`src/clock_switch_pkg.sv`:
```
// Constants, types and carriers shared by the clock source switch.
package clock_switch_pkg;

  // ----------------------------------------------------------------------
  // Register map
  // ----------------------------------------------------------------------
  localparam logic [7:0] CLOCK_SOURCE_CONTROL_OFFSET = 8'h00;
  localparam logic [7:0] LOW_FREQ_CONTROL_OFFSET = 8'h01;

  localparam int IDLE_ENABLE_POS = 7;
  localparam int FREQ_SELECT_LSB = 4;
  localparam int PRIMARY_READY_POS = 3;
  localparam int FAST_STABLE_POS = 2;
  localparam int CLOCK_SELECT_LSB = 0;
  localparam int LOW_FREQ_SOURCE_POS = 7;

  // ----------------------------------------------------------------------
  // Reset values and codes
  // ----------------------------------------------------------------------
  localparam logic [1:0] CLOCK_SELECT_RESET = 2'h0;
  localparam logic [2:0] FREQ_SELECT_RESET = 3'h4;
  localparam logic [2:0] FREQ_CODE_LOW = 3'h0;
  localparam logic [2:0] FREQ_CODE_DIRECT = 3'h7;
  localparam logic [1:0] SELECT_SECONDARY = 2'h1;
  localparam logic IDLE_ENABLE_RESET = 1'b0;
  localparam logic LOW_FREQ_SOURCE_RESET = 1'b0;

  // ----------------------------------------------------------------------
  // Switch timing in source clock edges, postscaler width and tick input count
  // ----------------------------------------------------------------------
  localparam logic [1:0] OLD_SOURCE_EDGES = 2'h2;
  localparam logic [1:0] NEW_SOURCE_EDGES = 2'h3;
  localparam int POSTSCALER_WIDTH = 8;
  localparam int TICK_INPUTS = 5;

  // ----------------------------------------------------------------------
  // Types
  // ----------------------------------------------------------------------
  typedef enum logic [1:0] {
    src_primary,
    src_secondary,
    src_internal
  } source_type;

  typedef enum logic [1:0] {
    mode_run,
    mode_idle,
    mode_sleep
  } power_mode_type;

  typedef enum logic [1:0] {
    switch_steady,
    switch_old,
    switch_new
  } switch_state_type;

  typedef struct packed {
    logic primary;
    logic secondary;
    logic fast_internal;
    logic slow_rc;
  } osc_enable_type;

  typedef struct packed {
    logic system;
    logic core;
    logic peripheral;
    logic watchdog;
  } clock_enable_type;

endpackage : clock_switch_pkg

```
`src/oscillator_clock_switch_control.sv`:
```
// Clock source selection, glitch-free switching and power mode control.
//
// Strobed register access and the address map were decided locally.
`timescale 1ns/100ps

module oscillator_clock_switch_control
  import clock_switch_pkg::*;
(
  // Clock and reset
  input wire logic clk_sys,
  input wire logic rst_n,
  // Register port
  input wire logic [7:0] reg_addr,
  input wire logic [7:0] reg_wdata,
  input wire logic reg_write,
  input wire logic reg_read,
  output logic [7:0] reg_rdata,
  // Oscillator waveforms, asynchronous to clk_sys
  input wire logic primary_osc_in,
  input wire logic secondary_osc_in,
  input wire logic fast_internal_osc_in,
  input wire logic slow_rc_osc_in,
  input wire logic fast_internal_locked,
  // Core, timer and configuration inputs on clk_sys
  input wire logic sleep_exec,
  input wire logic wake_event,
  input wire logic startup_timer_done,
  input wire logic secondary_osc_enable,
  input wire logic secondary_timer_needed,
  input wire logic sleep_rc_needed,
  input wire logic internal_external_switchover_cfg,
  input wire logic [3:0] primary_osc_mode_cfg,
  // Oscillator enables and clock enables
  output osc_enable_type osc_enable,
  output clock_enable_type clock_enable,
  // Status
  output logic secondary_running_flag,
  output logic [3:0] primary_mode,
  output power_mode_type power_mode
);

  // ----------------------------------------------------------------------
  // Helper functions
  // ----------------------------------------------------------------------
  function automatic source_type decode_select(input logic [1:0] sel);
    decode_select = sel[1] ? src_internal :
      (sel[0] ? src_secondary : src_primary);
  endfunction : decode_select

  // Returns true when the postscaler count closes one divided period.
  function automatic logic post_hit(input logic [2:0] code,
    input logic [POSTSCALER_WIDTH-1:0] cnt);
    logic [POSTSCALER_WIDTH-1:0] mask;
    mask = (code == FREQ_CODE_LOW) ? '1 :
      POSTSCALER_WIDTH'((1 << (FREQ_CODE_DIRECT - code)) - 1);
    post_hit = ((cnt & mask) == mask);
  endfunction : post_hit

  // ----------------------------------------------------------------------
  // Synchronisers and edge detection
  // ----------------------------------------------------------------------
  logic [TICK_INPUTS-1:0] sync1_r;
  logic [TICK_INPUTS-1:0] sync2_r;
  logic [TICK_INPUTS-1:0] prev_r;
  logic primary_tick;
  logic secondary_tick;
  logic fast_tick;
  logic slow_tick;
  logic fast_locked;

  always_ff @(posedge clk_sys or negedge rst_n) begin
    if (!rst_n) begin
      sync1_r <= '0;
      sync2_r <= '0;
      prev_r <= '0;
    end else begin
      sync1_r <= {fast_internal_locked, slow_rc_osc_in,
        fast_internal_osc_in, secondary_osc_in, primary_osc_in};
      sync2_r <= sync1_r;
      prev_r <= sync2_r;
    end
  end

  assign primary_tick = sync2_r[0] & ~prev_r[0];
  assign secondary_tick = sync2_r[1] & ~prev_r[1];
  assign fast_tick = sync2_r[2] & ~prev_r[2];
  assign slow_tick = sync2_r[3] & ~prev_r[3];
  assign fast_locked = sync2_r[4];

  // ----------------------------------------------------------------------
  // Control registers
  // ----------------------------------------------------------------------
  logic idle_enable_r;
  logic [2:0] internal_freq_select_r;
  logic [1:0] system_clock_select_r;
  logic low_freq_source_select_r;
  logic ctrl_write;

  assign ctrl_write = reg_write && (reg_addr == CLOCK_SOURCE_CONTROL_OFFSET);

  always_ff @(posedge clk_sys or negedge rst_n) begin
    if (!rst_n) begin
      idle_enable_r <= IDLE_ENABLE_RESET;
      internal_freq_select_r <= FREQ_SELECT_RESET;
      system_clock_select_r <= CLOCK_SELECT_RESET;
    end else if (ctrl_write) begin
      idle_enable_r <= reg_wdata[IDLE_ENABLE_POS];
      internal_freq_select_r <= reg_wdata[FREQ_SELECT_LSB +: 3];
      if (reg_wdata[CLOCK_SELECT_LSB +: 2] != SELECT_SECONDARY ||
          secondary_osc_enable) begin
        system_clock_select_r <= reg_wdata[CLOCK_SELECT_LSB +: 2];
      end
    end
  end

  always_ff @(posedge clk_sys or negedge rst_n) begin
    if (!rst_n) begin
      low_freq_source_select_r <= LOW_FREQ_SOURCE_RESET;
    end else if (reg_write && reg_addr == LOW_FREQ_CONTROL_OFFSET) begin
      low_freq_source_select_r <= reg_wdata[LOW_FREQ_SOURCE_POS];
    end
  end

  // ----------------------------------------------------------------------
  // Power mode and two-speed start-up
  // ----------------------------------------------------------------------
  logic init_done_r;
  logic two_speed_r;
  power_mode_type mode_r;

  always_ff @(posedge clk_sys or negedge rst_n) begin
    if (!rst_n) begin
      mode_r <= mode_run;
    end else if (sleep_exec && mode_r == mode_run) begin
      mode_r <= idle_enable_r ? mode_idle : mode_sleep;
    end else if (wake_event) begin
      mode_r <= mode_run;
    end
  end

  // The strap is caught on the first edge after reset release.
  always_ff @(posedge clk_sys or negedge rst_n) begin
    if (!rst_n) begin
      init_done_r <= 1'b0;
      two_speed_r <= 1'b0;
    end else begin
      init_done_r <= 1'b1;
      if (!init_done_r) begin
        two_speed_r <= internal_external_switchover_cfg;
      end else if (wake_event && mode_r == mode_sleep) begin
        two_speed_r <= internal_external_switchover_cfg;
      end else if (startup_timer_done) begin
        two_speed_r <= 1'b0;
      end
    end
  end

  // ----------------------------------------------------------------------
  // Internal block frequency and postscaler
  // ----------------------------------------------------------------------
  logic [2:0] freq_eff;
  logic [POSTSCALER_WIDTH-1:0] post_cnt_r;
  logic slow_direct;
  logic internal_tick;

  assign freq_eff = two_speed_r ? FREQ_SELECT_RESET : internal_freq_select_r;
  assign slow_direct = (freq_eff == FREQ_CODE_LOW) &&
    !low_freq_source_select_r;

  always_ff @(posedge clk_sys or negedge rst_n) begin
    if (!rst_n) begin
      post_cnt_r <= '0;
    end else if (fast_tick) begin
      post_cnt_r <= post_cnt_r + POSTSCALER_WIDTH'(1);
    end
  end

  assign internal_tick = slow_direct ? slow_tick :
    (fast_tick && post_hit(freq_eff, post_cnt_r));

  // ----------------------------------------------------------------------
  // Glitch-free source switch
  // ----------------------------------------------------------------------
  source_type wanted_src;
  source_type active_src_r;
  source_type target_src_r;
  switch_state_type switch_r;
  logic [1:0] edge_cnt_r;
  logic active_tick;
  logic target_tick;

  function automatic logic tick_of(input source_type src,
    input logic p, input logic s, input logic i);
    case (src)
      src_primary: tick_of = p;
      src_secondary: tick_of = s;
      default: tick_of = i;
    endcase
  endfunction : tick_of

  assign wanted_src = (two_speed_r &&
    decode_select(system_clock_select_r) == src_primary) ?
    src_internal : decode_select(system_clock_select_r);

  assign active_tick = tick_of(active_src_r, primary_tick, secondary_tick,
    internal_tick);
  assign target_tick = tick_of(target_src_r, primary_tick, secondary_tick,
    internal_tick);

  always_ff @(posedge clk_sys or negedge rst_n) begin
    if (!rst_n) begin
      switch_r <= switch_steady;
      active_src_r <= src_primary;
      target_src_r <= src_primary;
      edge_cnt_r <= 2'h0;
    end else begin
      case (switch_r)
        switch_steady: begin
          if (wanted_src != active_src_r) begin
            target_src_r <= wanted_src;
            edge_cnt_r <= 2'h0;
            switch_r <= switch_old;
          end
        end
        switch_old: begin
          if (active_tick) begin
            if (edge_cnt_r == OLD_SOURCE_EDGES - 2'h1) begin
              edge_cnt_r <= 2'h0;
              switch_r <= switch_new;
            end else begin
              edge_cnt_r <= edge_cnt_r + 2'h1;
            end
          end
        end
        switch_new: begin
          if (target_tick) begin
            if (edge_cnt_r == NEW_SOURCE_EDGES - 2'h1) begin
              active_src_r <= target_src_r;
              switch_r <= switch_steady;
            end else begin
              edge_cnt_r <= edge_cnt_r + 2'h1;
            end
          end
        end
        default: switch_r <= switch_steady;
      endcase
    end
  end

  // ----------------------------------------------------------------------
  // Clock enables and oscillator enables
  // ----------------------------------------------------------------------
  logic sys_pulse;
  logic on_primary;
  logic want_primary;
  logic want_internal;
  logic fast_needed;

  assign sys_pulse = active_tick && switch_r == switch_steady &&
    mode_r != mode_sleep;
  assign on_primary = active_src_r == src_primary;
  assign want_primary = on_primary || target_src_r == src_primary ||
    wanted_src == src_primary;
  assign want_internal = active_src_r == src_internal ||
    target_src_r == src_internal || wanted_src == src_internal;
  assign fast_needed = (want_internal && !slow_direct) || two_speed_r;

  always_ff @(posedge clk_sys or negedge rst_n) begin
    if (!rst_n) begin
      clock_enable <= '0;
      osc_enable <= '0;
    end else begin
      clock_enable.system <= sys_pulse;
      clock_enable.core <= sys_pulse && mode_r == mode_run;
      clock_enable.peripheral <= sys_pulse;
      clock_enable.watchdog <= slow_tick;
      osc_enable.primary <= want_primary && mode_r != mode_sleep;
      osc_enable.secondary <= secondary_timer_needed ||
        (mode_r != mode_sleep && (active_src_r == src_secondary ||
        target_src_r == src_secondary));
      osc_enable.fast_internal <= fast_needed &&
        mode_r != mode_sleep;
      osc_enable.slow_rc <= sleep_rc_needed ||
        (want_internal && slow_direct && mode_r != mode_sleep);
    end
  end

  // ----------------------------------------------------------------------
  // Source status flags
  // ----------------------------------------------------------------------
  logic primary_ready_r;
  logic fast_stable_r;
  logic steady;

  assign steady = switch_r == switch_steady;

  always_ff @(posedge clk_sys or negedge rst_n) begin
    if (!rst_n) begin
      primary_ready_r <= 1'b0;
      fast_stable_r <= 1'b0;
      secondary_running_flag <= 1'b0;
    end else if (!init_done_r) begin
      primary_ready_r <= !internal_external_switchover_cfg;
    end else begin
      primary_ready_r <= steady && on_primary &&
        startup_timer_done;
      fast_stable_r <= steady && active_src_r == src_internal &&
        !slow_direct && fast_locked;
      secondary_running_flag <= steady &&
        active_src_r == src_secondary;
    end
  end

  // ----------------------------------------------------------------------
  // Read port and plain status outputs
  // ----------------------------------------------------------------------
  always_ff @(posedge clk_sys or negedge rst_n) begin
    if (!rst_n) begin
      reg_rdata <= 8'h00;
    end else if (reg_read) begin
      case (reg_addr)
        CLOCK_SOURCE_CONTROL_OFFSET: reg_rdata <= {idle_enable_r,
          internal_freq_select_r, primary_ready_r, fast_stable_r,
          system_clock_select_r};
        LOW_FREQ_CONTROL_OFFSET: reg_rdata <=
          {low_freq_source_select_r, 7'h00};
        default: reg_rdata <= 8'h00;
      endcase
    end else begin
      reg_rdata <= 8'h00;
    end
  end

  always_ff @(posedge clk_sys or negedge rst_n) begin
    if (!rst_n) begin
      primary_mode <= 4'h0;
      power_mode <= mode_run;
    end else begin
      primary_mode <= primary_osc_mode_cfg;
      power_mode <= mode_r;
    end
  end

endmodule : oscillator_clock_switch_control

```
`config.mk`:
```
export PLATFORM = sky130hd
export DESIGN_NAME = oscillator_clock_switch_control
export DESIGN_NICKNAME = d
export VERILOG_FILES = /design/src/clock_switch_pkg.sv /design/src/oscillator_clock_switch_control.sv
export SDC_FILE = /design/constraint.sdc
export NUM_CORES = 1
export LEC_CHECK = 0
export BUFFER_PORTS_ARGS = -buffer_cell sky130_fd_sc_hd__buf_4
export CORE_ASPECT_RATIO = 0.6
export CORE_MARGIN = 10
export CORE_UTILIZATION = 54
export DETAILED_ROUTE_END_ITERATION = 12
export GPL_TIMING_DRIVEN = 0
export PLACE_DENSITY = 0.9
export SLEW_MARGIN = 15
export SYNTH_ARGS = -nofsm -noshare
export SYNTH_HDL_FRONTEND = slang
export SYNTH_SLANG_ARGS = --single-unit
```
`constraint.sdc`:
```
create_clock -name clk_sys -period 4 [get_ports clk_sys]
set_clock_uncertainty 0.15 [all_clocks]
set_input_delay 1.2 -clock clk_sys [delete_from_list [all_inputs] [get_ports clk_sys]]
set_output_delay 1.2 -clock clk_sys [all_outputs]
set_load 0.02 [all_outputs]
```
==> results.yml, run 1 <==
logic_synthesis:
  ys_seq_elements: 65
  syn_inst: 246
  syn_area_mm2: 0.00285
  yosysWarningCount: 0
  yosys.cell_types.count: 55
  synthesis.nets: 290
  syn_avg_cell_area_um2: 11.6
  synth_flop_cell: "dfrtp_1"
  synth_edf_count: 0
  ys_seq_area_share_pct: 57.1
  async_flop_share_pct: 100
drt:
  via_per_inst: 5.72
  route.detailed.drc: 0
  wl_per_cell_um: 17.4
  vias: 2191
  ant_nets: 0
  drt_iter0_drc: 245
  wirelength_um: 6670
  drtPass1Iterations: 6
clock_network:
  cts_buffers: 9
  path_clk_slew_ns: 0.07
  cts_max_path_buffers: 2
  cts_tree: "yes"
  ctsResizeCount: 0
  holdBufCountCts: 0
  clock_latency_ns: 0.34
  clockRootBuffer: "clkbuf_8"
  htree_levels: 3
  cts.sinks: 65
  post-cts-setup-buffers: 0
pwr:
  swShare_pct: 31.4
  p_switching_mw: 0.589
  powerDensity_mw_per_mm2: 529
  power.internal_mw: 1.29
  vdd_drop_max_mv: 0.334
  p_leak_nw: 1.68
  pwr-share-seq_pct: 43.7
  power_frac_comb_pct: 27.0
  power.share.clock_pct: 29.3
run:
  maxCapViolCount: 0
timing:
  setup_viol: 0
  worst_slack_ns: 0.678
  maxSlewHeadroom_pct: 47.7
  fmax_mhz: 301
  hold_viol: 0
  fin_crit_sh_pct: 83.0
  fin_setup_tns_ns: 0
  tightest_slew_ns: 0.785
  drv_slew: 0
  post-route-min-period_ns: 3.32
  rsz0062_at_grt: "no"
global_routing:
  grt_first_pass_wirelength_um: 11200
  grtUsageTotal_pct: 16.2
  grt_max_degree: 66
  overflow: 0
  grt_pass1_vias: 2232
  grt_antenna_before_repair: 0
die:
  dieHeight_um: 76.3
  rows: 20
  coreArea_mm2: 0.00508
  fp.dieW_um: 114
  start_util_pct: 56.1
  ioPinCount: 59
  die_area_mm2: 0.00868
place:
  gp_congestion: 0.876
  io_buffers: 56
  place_ws_ns: 0.727
  place_hpwl_um: 4930
  dpl_cell_area_mm2: 0.00335
worst_setup_path:
  crit_required_ns: 4.08
  cp.arrival_ns: 3.40
  path_class: "flip-flop to flip-flop"
  startpoint_type: "flip-flop"
  cp-end-kind: "flip-flop"
  critPathMaxFanout: 10
layout:
  antenna_cells: 0
  final_net_count: 357
  design_area_mm2: 0.00355
  fillerInstances: 370
  drive_gt1_share_pct: 29.7
  syn_to_final_growth_pct: 24.5
status:
  status: "finished, final reports clean"
worst_hold_path:
  hold_path_class: "flip-flop to flip-flop"
-- cells by family (layout without fill, tap and decap cells) --
logic type / Yosys count / count (layout) / synth area share (%)
DFF: 65 / 65 / 57.1
buffers and inverters: 24 / 95 / 3.91
xor gates and xnor gates: 7 / 7 / 2.15
and+or+nand+nor: 77 / 77 / 14.7
adders and majority gates: 8 / 8 / 3.51
other: 1 / 1 / 0.132
muxes: 13 / 13 / 5.09
AOI/OAI and AO/OA: 51 / 51 / 13.4
-- power groups by stage --
| stage | registers (mW) | logic [mW] | clock network [mW] |
|---|---|---|---|
| 2_1_floorplan | 0.837 | 0.322 | 0 |
| 3_5_place_dp | 0.828 | 0.497 | 0 |
| 5_1_grt | 0.832 | 0.551 | 0.593 |
| 6_report | 0.819 | 0.506 | 0.550 |
| 3_3_place_gp | 0.825 | 0.474 | 0 |
| 4_1_cts | 0.818 | 0.500 | 0.568 |
-- final timing paths --
| kind | startpoint | end | slack [ns] | depth (start not counted) |
|---|---|---|---|---|
| max | internal_freq_select_r[2] | edge_cnt_r[0] | 0.68 | 10 |
| min | sync1_r[3] | sync2_r[3] | 0.20 | 0 |
| max reg2reg | internal_freq_select_r[2] | edge_cnt_r[0] | 0.68 | 10 |
| min reg2reg | sync1_r[3] | sync2_r[3] | 0.20 | 0 |
| max in group asynchronous | rst_n | reg_rdata[0] | 2.39 | 1 |
| min in group asynchronous | rst_n | primary_mode[1] | 0.79 | 1 |
-- flip-flops by register name, summed over array words and instances, names as in the netlist, 3 cells and up --
| name | cells |
|---|---|
| internal_freq_select_r | 3 |
| clock_enable | 3 |
| primary_mode | 4 |
| sync1_r | 5 |
| post_cnt_r | 8 |
| sync2_r | 5 |
| prev_r | 4 |
| osc_enable | 4 |
| reg_rdata | 8 |
-- metrics by stage --
step / hold WS (ns) / std cells / util [%] / total power [mW]
6_report: 0.197 / 383 / 69.8 / 1.87
5_1_grt: 0.208 / 383 / 69.8 / 1.98
3_5_place_dp: 0.186 / 368 / 66.0 / 1.33
4_1_cts: 0.200 / 383 / 69.8 / 1.89
3_3_place_gp: 0.182 / 368 / 66.0 / 1.30
2_1_floorplan: 0.181 / 246 / - / 1.16
-- metal layers --
layer	vias up	GRT usage (%)	wire, µm
li1	1000	-	-
met1	1041	20.3	2820
met2	134	23.1	3010
met3	16	8.25	735
met4	0	6.11	100
met5	-	0	0
-- critical path, stage by stage, from the launching register on --
cell and delay [ns]:
dfstp_2 0.51, buf_2 0.21, nand2_1 0.09, or3_1 0.32
ha_1 0.26, or4b_2 0.24, o211ai_1 0.08, or4_1 0.51
buf_2 0.19, a311oi_4 0.31, mux2_4 0.33
-- synth_stat cells, types with 2 or more instances --
cell type	instances	area, µm²
nand3_1	4	20.0
mux2_2	8	90.1
o41a_1	2	22.5
o22ai_1	4	25.0
o31ai_1	3	22.5
o21bai_1	2	15.0
clkbuf_1	3	11.3
dfrtp_1	64	1600
and2_1	5	31.3
buf_2	2	10.0
buf_4	3	22.5
nor3b_1	2	15.0
and3_1	2	12.5
o2bb2ai_1	3	26.3
a21oi_1	6	30.0
nor2_1	13	48.8
nand2_1	19	71.3
xnor2_1	4	35.0
nor3_1	5	25.0
or4_1	2	15.0
nor4_1	2	12.5
nor2b_1	5	31.3
xor2_1	3	26.3
mux2i_1	4	40.0
inv_1	15	56.3
a21o_1	2	15.0
or3_1	2	12.5
a211oi_1	2	15.0
nand4b_1	2	17.5
ha_1	8	100
nand4_1	5	31.3
nand2b_1	4	25.0
o21ai_0	14	70.1
-- area by class of cell --
cell class	instances	area, µm²	share of cell area, %
inverters	15	56.3	1.59
multi-input cells	157	1110	31.3
repair buffers	56	420	11.9
clock inverters	3	40.0	1.13
flip-flops and latches	65	1630	45.9
clock buffers	12	155	4.37
plain buffers	9	55.1	1.55
well taps	66	82.6	2.33
-- cells in the final DEF (no fill, tap or decap), drive strengths merged, types with 5 or more instances in the layout --
cell    Yosys  routed
ha          8       8
nor2b       5       5
nor2       13      13
nor3        5       5
inv        15      15
buf         6      62
nand4       5       5
clkbuf      3      15
dfrtp      64      64
mux2        9       9
and2        5       5
nand2      19      19
a21oi       6       6
o21ai      16      16
(Power assumes the default switching activity.)
==> run 2, diff against run 1 <==
--- a/config.mk
+++ b/config.mk
@@ -8,10 +8,10 @@
 export BUFFER_PORTS_ARGS = -buffer_cell sky130_fd_sc_hd__buf_4
 export CORE_ASPECT_RATIO = 0.6
 export CORE_MARGIN = 10
-export CORE_UTILIZATION = 54
+export CORE_UTILIZATION = 49
 export DETAILED_ROUTE_END_ITERATION = 12
 export GPL_TIMING_DRIVEN = 0
-export PLACE_DENSITY = 0.9
+export PLACE_DENSITY = 0.86
 export SLEW_MARGIN = 15
 export SYNTH_ARGS = -nofsm -noshare
 export SYNTH_HDL_FRONTEND = slang
==> constraint.sdc (replaced) <==
create_clock -name clk_sys -period 2.7 [get_ports clk_sys]
set_clock_uncertainty 0.15 [all_clocks]
set_input_delay 0.81 -clock clk_sys [delete_from_list [all_inputs] [get_ports clk_sys]]
set_output_delay 0.81 -clock clk_sys [all_outputs]
set_load 0.02 [all_outputs]
==> results.yml, run 2 (synthesis results as in run 1) <==
die:
  rows: 21
  fp.dieW_um: 118
  die_area_mm2: 0.00936
  dieHeight_um: 79.1
  start_util_pct: 50.9
  coreArea_mm2: 0.00560
  ioPinCount: 59
clock_network:
  clock_latency_ns: 0.35
  cts.sinks: 65
  cts_buffers: 9
  htree_levels: 3
  path_clk_slew_ns: 0.07
  cts_tree: "yes"
  clockRootBuffer: "clkbuf_8"
  cts_max_path_buffers: 2
layout:
  fin_util_pct: 65.2
  layout_common_cells: "65 x buf_4, 64 x dfrtp_1, 18 x nand2_1, 15 x inv_1"
  layout_commonest_cell: "buf_4"
  syn_to_final_growth_pct: 28.2
  fillerInstances: 455
  drive_gt1_share_pct: 32.2
  design_area_mm2: 0.00365
  reg_top3: "post_cnt_r x8, reg_rdata x8"
  antenna_cells: 0
  final_net_count: 362
status:
  violations: "setup timing"
  status: "finished, violations left"
place:
  place_ws_ns: -0.431
  gp_congestion: 0.918
  place_hpwl_um: 4820
  io_buffers: 56
  dpl_cell_area_mm2: 0.00341
drt:
  route.detailed.drc: 0
  via_per_inst: 5.37
  ant_nets: 0
  wirelength_um: 6630
  wl_per_cell_um: 16.5
  vias: 2165
  drt_iter0_drc: 143
  drtPass1Iterations: 4
pwr:
  p_leak_nw: 1.71
  powerDensity_mw_per_mm2: 766
  power_mw: 2.80
  vdd_drop_max_mv: 0.342
worst_setup_path:
  critPathMaxFanout: 10
  path_class: "flip-flop to flip-flop"
  cp-end-kind: "flip-flop"
  startpoint_type: "flip-flop"
  crit_required_ns: 2.78
  cp.arrival_ns: 2.96
worst_hold_path:
  hold_path_class: "flip-flop to flip-flop"
timing:
  maxSlewHeadroom_pct: 47.3
  worst_slack_ns: -0.178
  rsz0062_at_grt: "yes"
  post-route-min-period_ns: 2.88
  hold_viol: 0
  drv_slew: 0
  fin_setup_tns_ns: -0.370
  setup_viol: 5
  fin_crit_sh_pct: 107
  tightest_slew_ns: 0.791
  fmax_mhz: 347
global_routing:
  grtUsageTotal_pct: 14.9
  grt_antenna_before_repair: 0
  grt_first_pass_wirelength_um: 11100
  grt_max_degree: 66
  grt_pass1_vias: 2252
  overflow: 0
run:
  maxCapViolCount: 0
[run 2: stage by stage]
| step | cells | hold WS, ns |
|---|---|---|
| 2_1_floorplan | 246 | 0.181 |
| 4_1_cts | 401 | 0.201 |
| 3_5_place_dp | 382 | 0.186 |
| 6_report | 403 | 0.199 |
| 5_1_grt | 403 | 0.206 |
| 3_3_place_gp | 382 | 0.183 |
[run 2: critical path, cell delays in order, from the launching register on]
cell and delay [ns]:
dfrtp_1 0.40, buf_4 0.18, or3_4 0.38, ha_4 0.27, o41a_1 0.13, o211ai_1 0.08
or4_1 0.44, buf_6 0.16, a311oi_4 0.25, mux2_4 0.32
[run 2: final cells by class]
cell class                 count  area (µm²)  area share [%]
buffer                         8        56.3            1.54
clock buffer                  13         149            4.08
clock inverter                 3        40.0            1.10
inverter                      15        56.3            1.54
multi-input combinational    157        1160            31.7
sequential                    65        1630            44.6
tap                           80         100            2.74
timing repair buffer          62         465            12.7
[run 2: worst paths after layout]
kind	from	to	slack (ns)	depth (start not counted)
max	two_speed_r	edge_cnt_r[0]	-0.18	9
min	sync1_r[0]	sync2_r[0]	0.20	0
max reg2reg	two_speed_r	edge_cnt_r[0]	-0.18	9
min reg2reg	sync1_r[0]	sync2_r[0]	0.20	0
max in group asynchronous	rst_n	primary_ready_r	1.48	1
min in group asynchronous	rst_n	target_src_r[0]	0.38	1
[run 2: per-layer routing]
| layer | GRT usage (%) | vias to the layer above | wire (µm) |
|---|---|---|---|
| met5 | 0 | - | 0 |
| met4 | 5.58 | 0 | 85 |
| met3 | 6.71 | 6 | 637 |
| met2 | 21.6 | 105 | 2810 |
| met1 | 19.3 | 1042 | 3100 |
| li1 | - | 1012 | - |
[run 2: power breakdown]
part	leakage, nW	switching [mW]	internal, mW
logic	0.800	0.429	0.350
clock network	0.0974	0.349	0.449
registers	0.813	0.114	1.10
[run 2: what timing repair did]
item                                    4_1_cts  5_1_grt
pin swaps                                     3        2
endpoints found under the setup margin        7        7
gates resized for setup                       4        0
hold buffers                                  0        0
setup buffers                                 3        3
